File: src/profiler_pkg.sv
/*
 package for the miss and clock profiling event sampler: register map,
 record layout, event codes and timing constants.
 assumes an APB slave with 32-bit data and word-aligned registers.
*/
package profiler_pkg;
   // register byte offsets
   localparam logic [7:0] reg_control = 8'h00;
   localparam logic [7:0] reg_miss_interval = 8'h04;
   localparam logic [7:0] reg_clock_interval = 8'h08;
   localparam logic [7:0] reg_miss_threshold = 8'h0c;
   localparam logic [7:0] reg_miss_count = 8'h10;
   localparam logic [7:0] reg_clock_count = 8'h14;
   localparam logic [7:0] reg_capability = 8'h18;
   localparam logic [7:0] reg_record_count = 8'h1c;
   // control fields
   localparam int ctl_miss_enable = 0;
   localparam int ctl_clock_enable = 1;
   localparam int ctl_timestamp_select = 2;
   localparam int ctl_source_lo = 8;
   localparam int ctl_core_lo = 16;
   localparam logic [31:0] control_reset = 32'h0000_0000;
   localparam logic [31:0] interval_reset = 32'h0000_ffff;
   // event codes
   localparam logic [7:0] code_cache_miss = 8'h04;
   localparam logic [7:0] code_clocks = 8'h05;
   // record byte 3 field positions
   localparam int dav_bit = 4;
   localparam int source_lo = 5;
   // latency step exponent and cap exponent
   localparam int round_exp = 4;
   localparam int cap_exp = 10;
   localparam int lat_width = cap_exp - round_exp;
   // threshold is kept in units of sixteen cycles
   localparam int threshold_shift = 4;
endpackage

File: src/profiling_miss_clock_events.sv
/*
 event sampler for load misses and unhalted core clocks: counts events,
 and when a counter goes negative emits a 32-byte record as four 64-bit
 words on a ready/valid stream to the ring buffer writer.
 assumes the core supplies one-cycle miss reports on pclk (the core clock),
 with latency measured by the per-load trackers below; assumes APB master.
*/
// Functional notes
// RULE1: count misses above threshold or selected source
// RULE2: negative miss counter emits record code 4
// RULE3: split load counts once, lower address
// RULE4: only direct instruction loads are counted
// RULE5: profiler's own accesses never counted
// RULE6: latency counted in 16-cycle steps
// RULE7: first step may land anywhere early
// RULE8: latency saturates at 1008, six bits
// RULE9: cap exponent readable as capability
// RULE10: threshold compared in 16-cycle units
// RULE11: data address is linear, base plus offset
// RULE12: trigger miss is reported immediately; if the emitter is busy, the next eligible miss once idle is reported
// RULE13: latency, instruction, data address placement
// RULE14: address valid flag at byte 3 bit 4
// RULE15: data source code at byte 3 bits 7:5
// RULE16: timestamp or zero in bytes 31:24
// RULE17: core identifier in byte 1
// RULE18: unhalted cycles decrement clock counter
// RULE19: clock record code 5, reserved zeroed
// RULE20: clock counter follows actual core clock
// RULE21: counter reloads after record written
`timescale 1ns/10ps
module profiling_miss_clock_events
   import profiler_pkg::*;
#(
   parameter int trackers = 4
)
(
   input wire logic pclk,
   input wire logic presetn,
   input wire logic psel,
   input wire logic penable,
   input wire logic pwrite,
   input wire logic [7:0] paddr,
   input wire logic [31:0] pwdata,
   input wire logic [3:0] pstrb,
   output logic [31:0] prdata,
   output logic pready,
   output logic pslverr,
   // per-tracker load wait: start and finish pulses
   input wire logic [trackers-1:0] load_start,
   input wire logic [trackers-1:0] load_done,
   input wire logic [$clog2(trackers)-1:0] done_index,
   input wire logic done_is_miss,
   input wire logic done_direct,
   input wire logic done_profiler_own,
   input wire logic done_split_second,
   input wire logic [2:0] done_source,
   input wire logic [63:0] done_offset,
   input wire logic [63:0] done_segment_base,
   input wire logic done_address_valid,
   input wire logic [63:0] done_instruction_pointer,
   input wire logic core_halted,
   input wire logic [63:0] retired_instruction_pointer,
   input wire logic [63:0] timestamp_counter,
   output logic [63:0] record_data,
   output logic record_valid,
   input wire logic record_ready,
   output logic record_last
);
   typedef enum {idle, emit} emit_state_type;

   logic [31:0] control;
   logic [31:0] miss_interval;
   logic [31:0] clock_interval;
   logic [31:0] miss_threshold;
   logic signed [32:0] miss_count;
   logic signed [32:0] clock_count;
   logic [31:0] record_count;
   logic [lat_width-1:0] latency [trackers];
   logic [trackers-1:0] waiting;
   logic [3:0] phase;
   emit_state_type state;
   logic [1:0] word;
   logic is_miss_record;
   logic [255:0] record;
   logic [31:0] next_latency;
   logic eligible;
   logic source_selected;
   logic miss_fire;
   logic clock_fire;
   logic apb_write;
   logic apb_read;
   logic mapped;
   logic [255:0] next_record;

   assign apb_write = psel && penable && pwrite;
   assign apb_read = psel && !pwrite;
   assign pready = 1'b1;
   assign pslverr = psel && penable && !mapped;

   always_comb
   begin
      case (paddr)
         reg_control, reg_miss_interval, reg_clock_interval,
         reg_miss_threshold, reg_miss_count, reg_clock_count,
         reg_capability, reg_record_count: mapped = 1'b1;
         default: mapped = 1'b0;
      endcase
   end

   // register writes with byte strobes
   always_ff @(posedge pclk or negedge presetn)
   begin
      if (!presetn)
      begin
         control <= control_reset;
         miss_interval <= interval_reset;
         clock_interval <= interval_reset;
         miss_threshold <= 32'h0000_0000;
      end
      else if (apb_write)
      begin
         for (int b = 0; b < 4; b++)
         begin
            if (pstrb[b])
            begin
               case (paddr)
                  reg_control: control[b*8 +: 8] <= pwdata[b*8 +: 8];
                  reg_miss_interval:
                     miss_interval[b*8 +: 8] <= pwdata[b*8 +: 8];
                  reg_clock_interval:
                     clock_interval[b*8 +: 8] <= pwdata[b*8 +: 8];
                  reg_miss_threshold:
                     miss_threshold[b*8 +: 8] <= pwdata[b*8 +: 8];
                  default: ;
               endcase
            end
         end
      end
   end

   // read data is registered in the setup cycle
   always_ff @(posedge pclk or negedge presetn)
   begin
      if (!presetn)
         prdata <= 32'h0000_0000;
      else if (apb_read && !penable)
      begin
         case (paddr)
            reg_control: prdata <= control;
            reg_miss_interval: prdata <= miss_interval;
            reg_clock_interval: prdata <= clock_interval;
            reg_miss_threshold: prdata <= miss_threshold;
            reg_miss_count: prdata <= miss_count[31:0];
            reg_clock_count: prdata <= clock_count[31:0];
            reg_capability: prdata <= {16'h0000, 8'(cap_exp),
               8'(round_exp)}; // RULE9
            reg_record_count: prdata <= record_count;
            default: prdata <= 32'h0000_0000;
         endcase
      end
   end

   // shared step phase: first step lands anywhere in first 16 cycles
   always_ff @(posedge pclk or negedge presetn)
   begin
      if (!presetn)
         phase <= 4'h0;
      else
         phase <= phase + 4'h1; // RULE7
   end

   // per-load saturating latency trackers in 16-cycle steps
   genvar t;
   generate
      for (t = 0; t < trackers; t++)
      begin : g_track
         always_ff @(posedge pclk or negedge presetn)
         begin
            if (!presetn)
            begin
               latency[t] <= '0;
               waiting[t] <= 1'b0;
            end
            else if (load_start[t])
            begin
               latency[t] <= '0;
               waiting[t] <= 1'b1;
            end
            else if (load_done[t])
               waiting[t] <= 1'b0;
            else if (waiting[t] && phase == 4'hf && latency[t] != '1)
               latency[t] <= latency[t] + lat_width'(1); // RULE6 RULE8
         end
      end
   endgenerate

   assign next_latency = 32'(latency[done_index]) << round_exp; // RULE6
   assign source_selected = control[ctl_source_lo + 32'(done_source)];
   // threshold in sixteen-cycle units against measured latency
   assign eligible = done_is_miss && done_direct && !done_profiler_own
      && !done_split_second // RULE3 RULE4 RULE5
      && ((next_latency > (miss_threshold << threshold_shift))
      || source_selected); // RULE1 RULE10
   // a counter left negative by a blocked fire fires on the next event
   assign miss_fire = control[ctl_miss_enable] && state == idle
      && |load_done && eligible
      && (miss_count == 33'sd0 || miss_count[32]); // RULE2 RULE12
   assign clock_fire = control[ctl_clock_enable] && state == idle
      && !core_halted && !miss_fire
      && (clock_count == 33'sd0 || clock_count[32]); // RULE19

   // miss counter: decrement, emit on going negative, reload after
   always_ff @(posedge pclk or negedge presetn)
   begin
      if (!presetn)
         miss_count <= 33'sd0;
      else if (!control[ctl_miss_enable])
         miss_count <= {1'b0, miss_interval};
      else if (state == emit && is_miss_record && record_last
         && record_ready)
         miss_count <= {1'b0, miss_interval}; // RULE21
      else if (|load_done && eligible && !miss_count[32])
         miss_count <= miss_count - 33'sd1; // RULE1 RULE3
   end

   // unhalted core cycles, counted on the core clock itself
   always_ff @(posedge pclk or negedge presetn)
   begin
      if (!presetn)
         clock_count <= 33'sd0;
      else if (!control[ctl_clock_enable])
         clock_count <= {1'b0, clock_interval};
      else if (state == emit && !is_miss_record && record_last
         && record_ready)
         clock_count <= {1'b0, clock_interval}; // RULE21
      else if (!core_halted && !clock_count[32])
         clock_count <= clock_count - 33'sd1; // RULE18 RULE20
   end

   always_comb
   begin
      next_record = '0;
      if (miss_fire)
      begin
         next_record[7:0] = code_cache_miss; // RULE2
         next_record[24 + dav_bit] = done_address_valid; // RULE14
         next_record[24 + source_lo +: 3] = done_source; // RULE15
         next_record[63:32] = next_latency; // RULE13
         next_record[127:64] = done_instruction_pointer;
         if (done_address_valid)
            next_record[191:128] = done_segment_base
               + done_offset; // RULE11 RULE13
      end
      else
      begin
         next_record[7:0] = code_clocks; // RULE19
         next_record[127:64] = retired_instruction_pointer;
      end
      next_record[15:8] = control[ctl_core_lo +: 8]; // RULE17
      if (control[ctl_timestamp_select])
         next_record[255:192] = timestamp_counter; // RULE16
   end

   // record emitter: four words, blocks new fires while busy, counting goes on
   always_ff @(posedge pclk or negedge presetn)
   begin
      if (!presetn)
      begin
         state <= idle;
         word <= 2'd0;
         record <= '0;
         is_miss_record <= 1'b0;
         record_count <= 32'h0000_0000;
      end
      else
      begin
         case (state)
            idle:
               if (miss_fire || clock_fire)
               begin
                  state <= emit; // RULE12
                  record <= next_record;
                  is_miss_record <= miss_fire;
                  word <= 2'd0;
               end
            emit:
               if (record_ready)
               begin
                  word <= word + 2'd1;
                  if (word == 2'd3)
                  begin
                     state <= idle;
                     record_count <= record_count + 32'h1;
                  end
               end
            default: state <= idle;
         endcase
      end
   end

   assign record_valid = state == emit;
   assign record_last = state == emit && word == 2'd3;
   assign record_data = record[64*word +: 64];

   a_miss_code: assert property // RULE2
      (@(posedge pclk) disable iff (!presetn)
      miss_fire |=> record_data[7:0] == code_cache_miss)
      else $error("miss record code wrong");
   a_clock_code: assert property // RULE19
      (@(posedge pclk) disable iff (!presetn)
      clock_fire |=> record_data[7:0] == code_clocks)
      else $error("clock record code wrong");
   a_own_excluded: assert property // RULE5
      (@(posedge pclk) disable iff (!presetn)
      (|load_done && done_profiler_own && !clock_fire
      && !(state == emit && is_miss_record))
      |=> $stable(miss_count))
      else $error("own access counted");
   a_clock_decr: assert property // RULE18
      (@(posedge pclk) disable iff (!presetn)
      (control[ctl_clock_enable] && $past(control[ctl_clock_enable])
      && !core_halted && !clock_count[32] && state == idle)
      |=> clock_count == $past(clock_count) - 33'sd1)
      else $error("clock counter not decremented");
   a_halt_hold: assert property // RULE18
      (@(posedge pclk) disable iff (!presetn)
      (control[ctl_clock_enable] && core_halted && state == idle)
      |=> clock_count == $past(clock_count))
      else $error("counted while halted");
   a_latency_cap: assert property // RULE8
      (@(posedge pclk) disable iff (!presetn)
      next_latency <= 32'd1008)
      else $error("latency beyond cap");
   a_latency_step: assert property // RULE6
      (@(posedge pclk) disable iff (!presetn)
      next_latency[3:0] == 4'h0)
      else $error("latency not in steps");
   a_reload: assert property // RULE21
      (@(posedge pclk) disable iff (!presetn)
      (state == emit && is_miss_record && record_last && record_ready
      && control[ctl_miss_enable])
      |=> miss_count == {1'b0, $past(miss_interval)})
      else $error("miss counter not reloaded");
   a_core_field: assert property // RULE17
      (@(posedge pclk) disable iff (!presetn)
      (miss_fire || clock_fire)
      |=> record_data[15:8] == $past(control[ctl_core_lo +: 8]))
      else $error("core id wrong");
   a_split_once: assert property // RULE3
      (@(posedge pclk) disable iff (!presetn)
      (|load_done && done_split_second && control[ctl_miss_enable]
      && !(state == emit && is_miss_record))
      |=> $stable(miss_count))
      else $error("second half of split load counted");
   a_indirect_excluded: assert property // RULE4
      (@(posedge pclk) disable iff (!presetn)
      (|load_done && !done_direct && control[ctl_miss_enable]
      && !(state == emit && is_miss_record))
      |=> $stable(miss_count))
      else $error("indirect miss counted");
   a_miss_decr: assert property // RULE1
      (@(posedge pclk) disable iff (!presetn)
      (control[ctl_miss_enable] && |load_done && eligible
      && !miss_count[32] && state == idle)
      |=> miss_count == $past(miss_count) - 33'sd1)
      else $error("eligible miss not counted");
   a_address_flag: assert property // RULE14
      (@(posedge pclk) disable iff (!presetn)
      miss_fire |=> record[24 + dav_bit] == $past(done_address_valid))
      else $error("address valid flag wrong");
   a_no_address: assert property // RULE14
      (@(posedge pclk) disable iff (!presetn)
      (miss_fire && !done_address_valid) |=> record[191:128] == 64'h0)
      else $error("unavailable address not zero");
   a_source_field: assert property // RULE15
      (@(posedge pclk) disable iff (!presetn)
      miss_fire |=> record[24 + source_lo +: 3] == $past(done_source))
      else $error("data source code wrong");
   a_clock_reserved: assert property // RULE19
      (@(posedge pclk) disable iff (!presetn)
      clock_fire |=> record[63:16] == 48'h0 && record[191:128] == 64'h0)
      else $error("clock record reserved bytes not zero");
   a_no_timestamp: assert property // RULE16
      (@(posedge pclk) disable iff (!presetn)
      ((miss_fire || clock_fire) && !control[ctl_timestamp_select])
      |=> record[255:192] == 64'h0)
      else $error("timestamp present without select");
   a_word_hold: assert property // RULE13
      (@(posedge pclk) disable iff (!presetn)
      (record_valid && !record_ready)
      |=> record_valid && $stable(record_data))
      else $error("record word changed while stalled");
endmodule

File: config.mk
export PLATFORM = sky130hd
export DESIGN_NAME = profiling_miss_clock_events
export DESIGN_NICKNAME = d
export VERILOG_FILES = /design/src/profiler_pkg.sv /design/src/profiling_miss_clock_events.sv
export SDC_FILE = /design/constraint.sdc
export NUM_CORES = 1
export LEC_CHECK = 0
export BUFFER_PORTS_ARGS = -buffer_cell sky130_fd_sc_hd__buf_2
export CORE_ASPECT_RATIO = 1.75
export CORE_UTILIZATION = 51
export CTS_CLUSTER_SIZE = 8
export DETAILED_ROUTE_END_ITERATION = 10
export PLACE_DENSITY = 0.84
export SYNTH_ARGS = -nofsm -noshare
export SYNTH_HDL_FRONTEND = slang
export SYNTH_SLANG_ARGS = --single-unit
export TNS_END_PERCENT = 1
File: constraint.sdc
create_clock -name pclk -period 3.67 [get_ports pclk]
set_input_delay 0.5505 -clock pclk [delete_from_list [all_inputs] [get_ports pclk]]
set_output_delay 0.5505 -clock pclk [all_outputs]
set_load 0.02 [all_outputs]
### After elaboration in Yosys (flattened, before gate mapping)

Memory sizes are Yosys's and may differ from the RTL's.
Index checks and enable logic that the tools add are counted.

| word-level totals | value |
|---|---|
| register bits after elaboration | 569 |
| memory bits (read-only) | 32 |
| output and inout bits | 100 |
| bits of input ports | 389 |
| word-level logic and storage cells | 209 |
| memories | 1 |

| operators by class | value |
|---|---|
| $add $sub $neg | 11 |
| mux-type cells | 46 |
| bitwise logic cells | 1 |
| reduce and logical (&&, ||, !) cells | 89 |
| equal/unequal tests | 24 |
| shifts and indexed selects | 1 |
| order comparisons | 3 |

Memory list:

| name | depth | bits a word | read ports | clocked after memory_dff | write ports | line | text |
|---|---|---|---|---|---|---|---|
| (name not given) | 32 | 1 | 1 | 0 | 0 | profiling_miss_clock_events.sv:102 | `case (paddr)` |

Operator list:

| cell | number |
|---|---|
| 2-to-1 mux 64 bit | 4 |
| one-hot mux 32 bit (8 select lines) | 1 |
| variable part select 256 x 9 -> 64 bit | 1 |
| 2-to-1 mux 33 bit | 6 |
| 2-to-1 mux 32 bit | 3 |
| 2-to-1 mux 6 bit | 14 |
| logical NOT 33 bit | 2 |
| subtractor 33 x 2 -> 33 bit, second input constant | 2 |
| adder 64 bit | 1 |
| logical NOT 32 bit | 2 |
| one-hot mux 32 bit (2 select lines) | 1 |
| AND reduction 3 bit | 19 |
| logical AND 1 bit | 35 |
| adder 32 x 1 -> 32 bit, second input constant | 1 |
| equality test 32 x 1 -> 1 bit, second input constant | 1 |
| equality test 32 x 2 -> 1 bit, second input constant | 1 |
| equality test 8 x 5 -> 1 bit, second input constant | 4 |
| greater-than comparator 10 x 32 -> 1 bit | 1 |
| adder 6 x 1 -> 6 bit, second input constant | 4 |
| inequality test 6 bit, second input constant | 4 |
| nonzero test 2 bit | 9 |
| equality test 8 x 4 -> 1 bit, second input constant | 2 |
| 2-to-1 mux 14 bit | 1 |
| inequality test 2 bit, second input constant | 7 |
| other kinds (21) | 49 |

### Logic depth before layout (Yosys ltp)

Gate-level depths: netlist of the first run.

| logic depth | value |
|---|---|
| depth after elaboration | 15 |
| mapped depth | 19 |
| mapped depth without buffers | 13 |

### Least setup slack after synthesis of the first run

Ideal clock, no wire load.

| timing path | value |
|---|---|
| path type | input -> register |
| start | in done_index[0] |
| end | reg record[10] |
| buffers on the path | 5 |
| cell stages on the path | 16 |
| data required time | 3.545 ns |
| library setup time | 0.125 ns |
| arrival time | 3.714 ns |
| setup slack | -0.169 ns |
| cells stage by stage | clkbuf_1 mux4_2 ha_1 nor2b_1 o21a_1 o21a_1 o21ai_0 a21oi_1 o21ai_0 or3_1 clkbuf_1 and2_1 buf_6 buf_6 buf_8 mux2_4 |

| on the way | value |
|---|---|
| cells in the longest elaborated chain, start to end | 14 |

Ends and longest elaborated chain:

| item | line | text |
|---|---|---|
| start: declaration | profiling_miss_clock_events.sv:51 | `input wire logic [$clog2(trackers)-1:0] done_index,` |
| NOT 2 -> 3 bit (implied by the code) * | profiling_miss_clock_events.sv:197 | `assign next_latency = 32'(latency[done_index]) << round_exp;` |
| binary-select mux 6 bit (select 2 bit) * | profiling_miss_clock_events.sv:197 |  |
| 2-to-1 mux 6 bit (implied by the code) * (2 in a row) | profiling_miss_clock_events.sv:197 |  |
| greater-than comparator 10 x 32 -> 1 bit * | profiling_miss_clock_events.sv:202 | `&& ((next_latency > (miss_threshold << threshold_shift))` |
| logical OR 1 bit * | profiling_miss_clock_events.sv:203 | `\|\| source_selected);` |
| logical AND 1 bit * | profiling_miss_clock_events.sv:202 |  |
| logical AND 1 bit * | profiling_miss_clock_events.sv:206 | `&& \|load_done && eligible` |
| logical AND 1 bit * | profiling_miss_clock_events.sv:207 | `&& (miss_count == 33'sd0 \|\| miss_count[32]);` |
| logical NOT 1 bit | profiling_miss_clock_events.sv:209 | `&& !core_halted && !miss_fire` |
| logical AND 1 bit | profiling_miss_clock_events.sv:209 |  |
| logical AND 1 bit | profiling_miss_clock_events.sv:210 | `&& (clock_count == 33'sd0 \|\| clock_count[32]);` |
| logical OR 1 bit * | profiling_miss_clock_events.sv:279 | `if (miss_fire \|\| clock_fire)` |
| AND reduction 2 bit (no source line) * | - |  |
| end signal: assignment | profiling_miss_clock_events.sv:282 | `record <= next_record;` |
| end: declaration | profiling_miss_clock_events.sv:84 | `logic [255:0] record;` |

Mark *: on every way between the ends. The rest lies on a longest branch, timed or not. The select of a mux whose other input is x is not followed.
A chain may end at the register's enable or synchronous reset.

### Worst setup path after layout of the first run

| timing path | value |
|---|---|
| start | reg miss_count[22] |
| end | reg record[12] |

| on the way | value |
|---|---|
| cells in the longest elaborated chain, start to end | 8 |

Ends and longest elaborated chain:

| item | line | text |
|---|---|---|
| start: declaration | profiling_miss_clock_events.sv:75 | `logic signed [32:0] miss_count;` |
| start signal: assignment | profiling_miss_clock_events.sv:218 | `miss_count <= {1'b0, miss_interval};` |
| start signal: assignment | profiling_miss_clock_events.sv:221 | `miss_count <= {1'b0, miss_interval};` |
| start signal: assignment | profiling_miss_clock_events.sv:223 | `miss_count <= miss_count - 33'sd1;` |
| logical NOT 33 bit * | profiling_miss_clock_events.sv:207 |  |
| logical OR 1 bit * | profiling_miss_clock_events.sv:207 |  |
| logical AND 1 bit * | profiling_miss_clock_events.sv:207 |  |
| logical NOT 1 bit | profiling_miss_clock_events.sv:209 |  |
| logical AND 1 bit | profiling_miss_clock_events.sv:209 |  |
| logical AND 1 bit | profiling_miss_clock_events.sv:210 |  |
| logical OR 1 bit * | profiling_miss_clock_events.sv:279 |  |
| AND reduction 2 bit (no source line) * | - |  |

Mark *: on every way between the ends. The rest lies on a longest branch, timed or not.

==> results of run 1 <==
## routing by layer
metal	vias to the layer above	wire (um)
met5	-	33
met4	6	9390
met3	498	7690
met2	1484	49000
met1	12100	32000
li1	11100	-
## cell families after synthesis
kind of cell | synth area share [%]
xor+xnor | 5.43
compound gates | 15.7
other cells | 0.0136
flops | 46.1
simple gates | 13.3
mux | 13.0
buf+inv | 2.90
fa+ha+maj | 3.61
## state kept, by name, summed over array words and instances, names as in the netlist
name and count:
miss_threshold 32, prdata 32, record_count 32, waiting 4
phase 4, miss_interval 32, record 212, miss_count 33
state 1, latency 24, control 32, clock_interval 32
is_miss_record 1, clock_count 33, word 2
## per-stage QoR
| step | setup slack (ns) | TNS, ns | power, mW | cell area [um^2] | util (%) |
|---|---|---|---|---|---|
| after floorplan | 0.0318 | 0 | 7.32 | 27600 | - |
| after global placement | -0.225 | -1.27 | 8.41 | 31700 | 59.4 |
| after detailed placement | -0.230 | -4.34 | 8.45 | 31700 | 59.4 |
| after CTS | -0.0102 | -0.0102 | 14.8 | 33800 | 63.3 |
| after global routing | -0.0590 | -0.853 | 15.2 | 34000 | 63.6 |
| final | -0.00389 | -0.00947 | 14.8 | 34000 | 63.6 |
## cells in the mapped netlist (all sizes together), types with 3 or more instances
cell type  count
clkbuf       134
o2111ai        3
a21oi        185
nand3         35
a211oi         6
mux2         188
xor2          80
mux2i         81
o21bai        17
xnor2         91
a221oi        23
o22ai         13
nor3          30
ha            78
nand2b        13
a22oi         19
dfstp         32
a222oi        19
and3          23
o21ai        245
and2           5
or4            7
or3           20
or2            6
buf           23
o211ai         5
dfrtp        474
nand2        393
nor2         212
nand3b         7
o21a           9
a21o          38
nor4          18
o31ai          3
a31oi         33
mux4          28
a22o          64
nor2b         17
inv           35
o31a           5
nand4         36
## what timing repair did
item                                    in CTS  in global routing
endpoints found under the setup margin      45                124
hold buffers                                 1                  0
pin swaps                                    0                  6
cloned                                       0                  3
gates resized for setup                      2                 18
setup buffers                                0                  0
endpoints found under the hold margin       57                  0
## worst register-to-register path: stages (launching register included)
cell,delay [ns]
dfrtp_1,0.42
or4_4,0.50
or3_4,0.35
or3_4,0.35
or3_4,0.41
nor4_4,0.31
nor2_2,0.08
or3_4,0.43
and2_4,0.24
buf_12,0.17
mux2_4,0.31
## power breakdown
part           leakage [nW]  internal (mW)  switching, mW
Combinational          8.88          0.984           1.56
Clock                  1.01           3.81           2.56
Sequential             6.81           5.74          0.124
## layout by cell type (no fill, tap or decap), drive strengths merged, types with 30 or more instances in the layout
| master | Yosys | layout |
|---|---|---|
| o21ai | 245 | 245 |
| nor3 | 30 | 30 |
| buf | 23 | 648 |
| clkbuf | 134 | 101 |
| dfstp | 32 | 32 |
| a21oi | 185 | 185 |
| dfrtp | 474 | 474 |
| nand3 | 35 | 35 |
| nor2 | 212 | 212 |
| ha | 78 | 78 |
| mux2i | 81 | 81 |
| a21o | 38 | 38 |
| xor2 | 80 | 80 |
| mux2 | 188 | 188 |
| inv | 35 | 36 |
| a31oi | 33 | 33 |
| xnor2 | 91 | 91 |
| a22o | 64 | 64 |
| nand4 | 36 | 36 |
| nand2 | 393 | 393 |
## layout make-up
class | instances | share of cell area [%]
multi-input cells | 2081 | 41.8
flip-flops and latches | 506 | 37.4
repair buffers | 651 | 11.7
clock buffers | 99 | 5.85
well taps | 684 | 2.52
inverters | 35 | 0.387
clock inverters | 5 | 0.291
diodes | 15 | 0.110
## final timing paths
check	startpoint	end	slack, ns	cells after the start
hold reg to reg	phase[0]$_DFF_PN0_	phase[0]$_DFF_PN0_	0.46	1
setup / recovery	miss_count[22]$_DFFE_PN0P_	record[12]$_DFFE_PN0P_	-0.004	10
setup reg to reg	miss_count[22]$_DFFE_PN0P_	record[12]$_DFFE_PN0P_	-0.004	10
hold / removal	timestamp_counter[28]	record[220]$_DFFE_PN0P_	0.16	3
min in group asynchronous	presetn	waiting[1]$_DFFE_PN0P_	0.56	2
max in group asynchronous	presetn	record[126]$_DFFE_PN0P_	2.00	4
==> impl_metrics.py, run 1 <==
metrics = {
    "status": {
        "outcome": "finished, violations left",
        "failed_checks": "setup timing",
    },
    "routing": {
        "num_vias": 25200,
        "drtIter0Drc": 2190,
        "drc": 0,
        "ant_nets": 0,
        "drt_pass1_iterations": 9,
        "wl_mm": 98.1,
        "vias_per_cell": 6.18,
        "wire_per_inst_um": 24.1,
    },
    "global_routing": {
        "grt_max_degree": 92,
        "grtUsageMet2_pct": 61.0,
        "grt_pass1_wl_mm": 146,
        "track_usage_pct": 35.5,
        "grt_antenna_before_repair": 18,
        "grt_use_met3_pct": 7.54,
        "gr-max-usage-layer": "met2",
        "grtUsageMet1_pct": 36.9,
        "overflow": 0,
        "grt_pass1_vias": 25600,
    },
    "power": {
        "peakVddDrop_mv": 0.398,
        "leakage_nw": 16.7,
        "p_per_area_nw_per_um2": 435,
    },
    "critical_path": {
        "slowest_stage": "or4_4",
        "endpoint_kind": "register",
        "crit_family": "simple AND/OR/NAND/NOR gates",
        "critical_path_required_ns": 4.18,
        "cp_max_fo": 13,
        "arrival_ns": 4.19,
        "cp_num_buf_inv": 1,
        "crit_top_cell": "or3_4",
        "crit_type": "register to register",
        "path_cells": "or4_4 -> or3_4 -> or3_4 -> or3_4 -> nor4_4 -> nor2_2 -> or3_4 -> and2_4 -> buf_12 -> mux2_4",
        "crit_path_max_incr_delay_ns": 0.50,
        "critPathLaunchType": "register",
    },
    "cts": {
        "cts.sinks": 506,
        "cts_tree": "built",
        "cts_made_buffers": 73,
        "clk_pin_slew_worst_paths_ns": 0.05,
        "clock_latency_ns": 0.63,
        "clockBufferDepth": 3,
        "cts-root-buf": "clkbuf_16",
        "cts_htree_levels": 3,
    },
    "synthesis": {
        "yosys.cell_types.count": 68,
        "yosys.area.top_type_share_pct": 43.0,
        "syn_avg_cell_area_um2": 9.93,
        "syn_nets": 3246,
        "synthCells": 2778,
        "yosysWarnings": 0,
        "syn_area_um2": 27600,
        "yosys.area.top_type": "dfrtp_1",
        "synth_ff_type": "dfrtp_1",
        "ys_ff_latch": 506,
        "async_reset_ff_share_pct": 100,
        "yosysSeqAreaShare_pct": 46.1,
        "synth-edff-count": 0,
        "yosys-top-cells-area": "dfrtp_1 43%, mux2_2 7.4%, nand2_1 5.4%",
    },
    "floorplan": {
        "fp.dieH_um": 310,
        "ios": 489,
        "fp-row-count": 112,
        "core_um2": 53400,
        "dieArea_um2": 55000,
        "die_w_um": 178,
        "start_util_pct": 51.6,
    },
    "placement": {
        "port_buffers": 487,
        "dp_hpwl_mm": 73.1,
        "numPlacedInstances": 3953,
        "gp_congestion": 1.04,
    },
    "finish": {
        "seq_area_um2": 12700,
        "multi_input_area_um2": 14200,
        "nNetsFinal": 3816,
        "area_delta_synth_final_pct": 23.2,
        "fillCellCount": 4224,
        "finalNonFillerCells": 4076,
        "drive_gt1_share_pct": 30.0,
    },
    "timing": {
        "fin_ws_ns": -0.00389,
        "tightest_slew_ns": 0.744,
        "hold_viol": 0,
        "max_freq_ghz": 0.272,
        "whs_ns": 0.157,
        "rsz0062_at_grt": "true",
        "slew_violations": 0,
        "finalClockSkew_ns": 0.0216,
        "relSlewSlack_pct": 50.2,
        "post-route-period-util_pct": 100,
        "min_period_ns": 3.67,
        "setup-violations-final": 5,
    },
    "worst_hold_path": {
        "hp-class": "input port to register",
    },
    "run": {
        "max_cap_violations": 0,
    },
}
(Power assumes the default switching activity.)
==> run 2, diff against run 1 <==
--- a/config.mk
+++ b/config.mk
@@ -11,6 +11,7 @@
 export CTS_CLUSTER_SIZE = 8
 export DETAILED_ROUTE_END_ITERATION = 10
 export PLACE_DENSITY = 0.84
+export SETUP_SLACK_MARGIN = 0.3
 export SYNTH_ARGS = -nofsm -noshare
 export SYNTH_HDL_FRONTEND = slang
 export SYNTH_SLANG_ARGS = --single-unit
==> run 2 against run 1 <==
Effect of this change:
- flip-flop and latch count stayed put
- sequential share of layout area rose by 0.064 points
- largest cell class unchanged
- first-iteration DRC count decreased by 6.4%
- clock skew up 0.010 ns
- utilization down 0.11 points
- register-to-register slack improved by 0.13 ns
- the run now ends clean
==> impl_metrics.py, run 2 (synthesis results as in run 1) <==
metrics = {
    "status": {
        "outcome": "complete, no violations",
    },
    "timing": {
        "slew_violations": 0,
        "finalClockSkew_ns": 0.0321,
        "rsz0062_at_grt": "true",
        "relSlewSlack_pct": 33.9,
        "hold_viol": 0,
        "min_period_ns": 3.55,
        "max_freq_ghz": 0.282,
        "post-route-period-util_pct": 96.6,
        "setup-violations-final": 0,
        "fin_ws_ns": 0.124,
        "tightest_slew_ns": 0.989,
    },
    "placement": {
        "dp_hpwl_mm": 72.7,
        "port_buffers": 487,
        "preCtsSetupSlack_ns": -0.509,
        "gp_congestion": 1.00,
    },
    "critical_path": {
        "path_cells": "or4_4 -> or3_4 -> or3_4 -> or3_4 -> nor4_4 -> nor2_1 -> or3_4 -> and2_4 -> buf_12 -> buf_12 -> nand2_1 -> o21ai_0",
        "crit_family": "simple AND/OR/NAND/NOR gates",
        "endpoint_kind": "register",
        "reg2regPathDepth": 12,
        "crit_type": "register to register",
        "crit_top_cell": "or3_4",
        "arrival_ns": 3.99,
        "cp.depth": 12,
        "critPathLaunchType": "register",
        "slowest_stage": "or4_4",
        "crit_path_max_incr_delay_ns": 0.55,
        "cp_max_fo": 14,
        "cp_num_buf_inv": 2,
        "critical_path_required_ns": 4.11,
    },
    "finish": {
        "largest_reg_flops": 212,
        "fillCellCount": 4320,
        "largest_register": "record",
        "layout_common_cells": "486 x buf_2, 471 x dfrtp_1, 391 x nand2_1",
        "largest_registers": "record: 212 flops, clock_count: 33 flops, miss_count: 33 flops",
        "fin_util_pct": 63.5,
        "area_delta_synth_final_pct": 23.0,
        "nNetsFinal": 3820,
        "drive_gt1_share_pct": 30.1,
        "final_common_cell": "buf_2",
    },
    "global_routing": {
        "grt_pass1_wl_mm": 147,
        "grt_pass1_vias": 25900,
        "grtUsageMet1_pct": 37.4,
        "track_usage_pct": 35.8,
        "gr-max-usage-layer": "met2",
        "grt_use_met3_pct": 6.63,
        "grtUsageMet2_pct": 62.0,
        "grt_max_degree": 95,
        "grt_antenna_before_repair": 13,
        "overflow": 0,
    },
    "routing": {
        "wire_per_inst_um": 24.1,
        "wl_mm": 98.0,
        "vias_per_cell": 6.14,
        "drtIter0Drc": 2050,
        "ant_nets": 0,
        "drc": 0,
        "num_vias": 25000,
        "drt_pass1_iterations": 6,
    },
    "worst_hold_path": {
        "hp-class": "input port to async pin",
    },
    "cts": {
        "clock_latency_ns": 0.61,
        "cts_made_buffers": 73,
        "cts.sinks": 506,
        "cts_tree": "built",
        "clk_pin_slew_worst_paths_ns": 0.05,
        "clockBufferDepth": 3,
        "cts_hold_buffers": 0,
        "cts_htree_levels": 3,
        "cts-root-buf": "clkbuf_16",
    },
    "power": {
        "clock_power_share_pct": 42.0,
        "leakage_nw": 16.7,
        "internal-power_mw": 10.3,
        "p_sw_mw": 4.16,
        "p_per_area_nw_per_um2": 428,
        "peakVddDrop_mv": 0.326,
        "p_seq_share_pct": 40.3,
        "pwr-share-comb_pct": 17.7,
        "power.share.switching_pct": 28.7,
    },
    "floorplan": {
        "ios": 489,
        "fp-row-count": 112,
        "start_util_pct": 51.6,
        "die_w_um": 178,
        "core_um2": 53400,
        "dieArea_um2": 55000,
        "fp.dieH_um": 310,
    },
    "run": {
        "max_cap_violations": 0,
    },
}
[run 2: power by group through the flow]
stage,sequential (mW),combinational [mW],clock [mW]
after floorplan,5.97,1.35,0
after global placement,5.93,2.49,0
after detailed placement,5.94,2.52,0
after CTS,5.85,2.53,6.15
after global routing,5.87,2.73,6.39
final,5.85,2.56,6.09
[run 2: path summary, 6_finish.rpt]
path / start / end / slack [ns]
worst min-delay path: presetn / miss_count[23]$_DFFE_PN0P_ / 0.003
worst max register to register: miss_count[21]$_DFFE_PN0P_ / record[145]$_DFFE_PN0P_ / 0.12
worst min register to register: phase[0]$_DFF_PN0_ / phase[0]$_DFF_PN0_ / 0.47
max in group asynchronous: presetn / clock_interval[4]$_DFFE_PN1P_ / 2.69
min in group pclk: timestamp_counter[30] / record[222]$_DFFE_PN0P_ / 0.18
worst max-delay path: miss_count[21]$_DFFE_PN0P_ / record[145]$_DFFE_PN0P_ / 0.12
[run 2: layout make-up]
class	instances	area (um^2)	share of cell area, %
inverter	35	131	0.387
clock inverter	7	78.8	0.232
tap	684	856	2.52
clock buffer	88	1900	5.61
antenna	11	27.5	0.0812
timing repair buffer	656	4020	11.9
sequential	506	12700	37.5
multi-input combinational	2080	14200	41.8
[run 2: layer usage]
layer  up-vias  share of wire (%)
met2      1392                 50
met1     12100                 33
li1      11100                  -
met5         -              0.040
met4         6                8.6
met3       408                7.8
[run 2: timing repair]
action	CTS	global route
setup endpoints to repair	214	261
cloned	0	1
endpoints found under the hold margin	0	0
resized for setup	2	7
setup buffers	4	3
[run 2: metrics by stage]
step           TNS [ns]  instances  area [um^2]  power, mW  hold slack [ns]
6_report              0       4067        33900       14.5          0.00327
2_1_floorplan         0       2778        27600       7.32            0.255
4_1_cts               0       4052        33800       14.5           0.0261
3_3_place_gp      -1.63       3953        31800       8.42            0.437
3_5_place_dp      -2.05       3953        31800       8.46            0.453
5_1_grt               0       4062        33900       15.0           0.0514
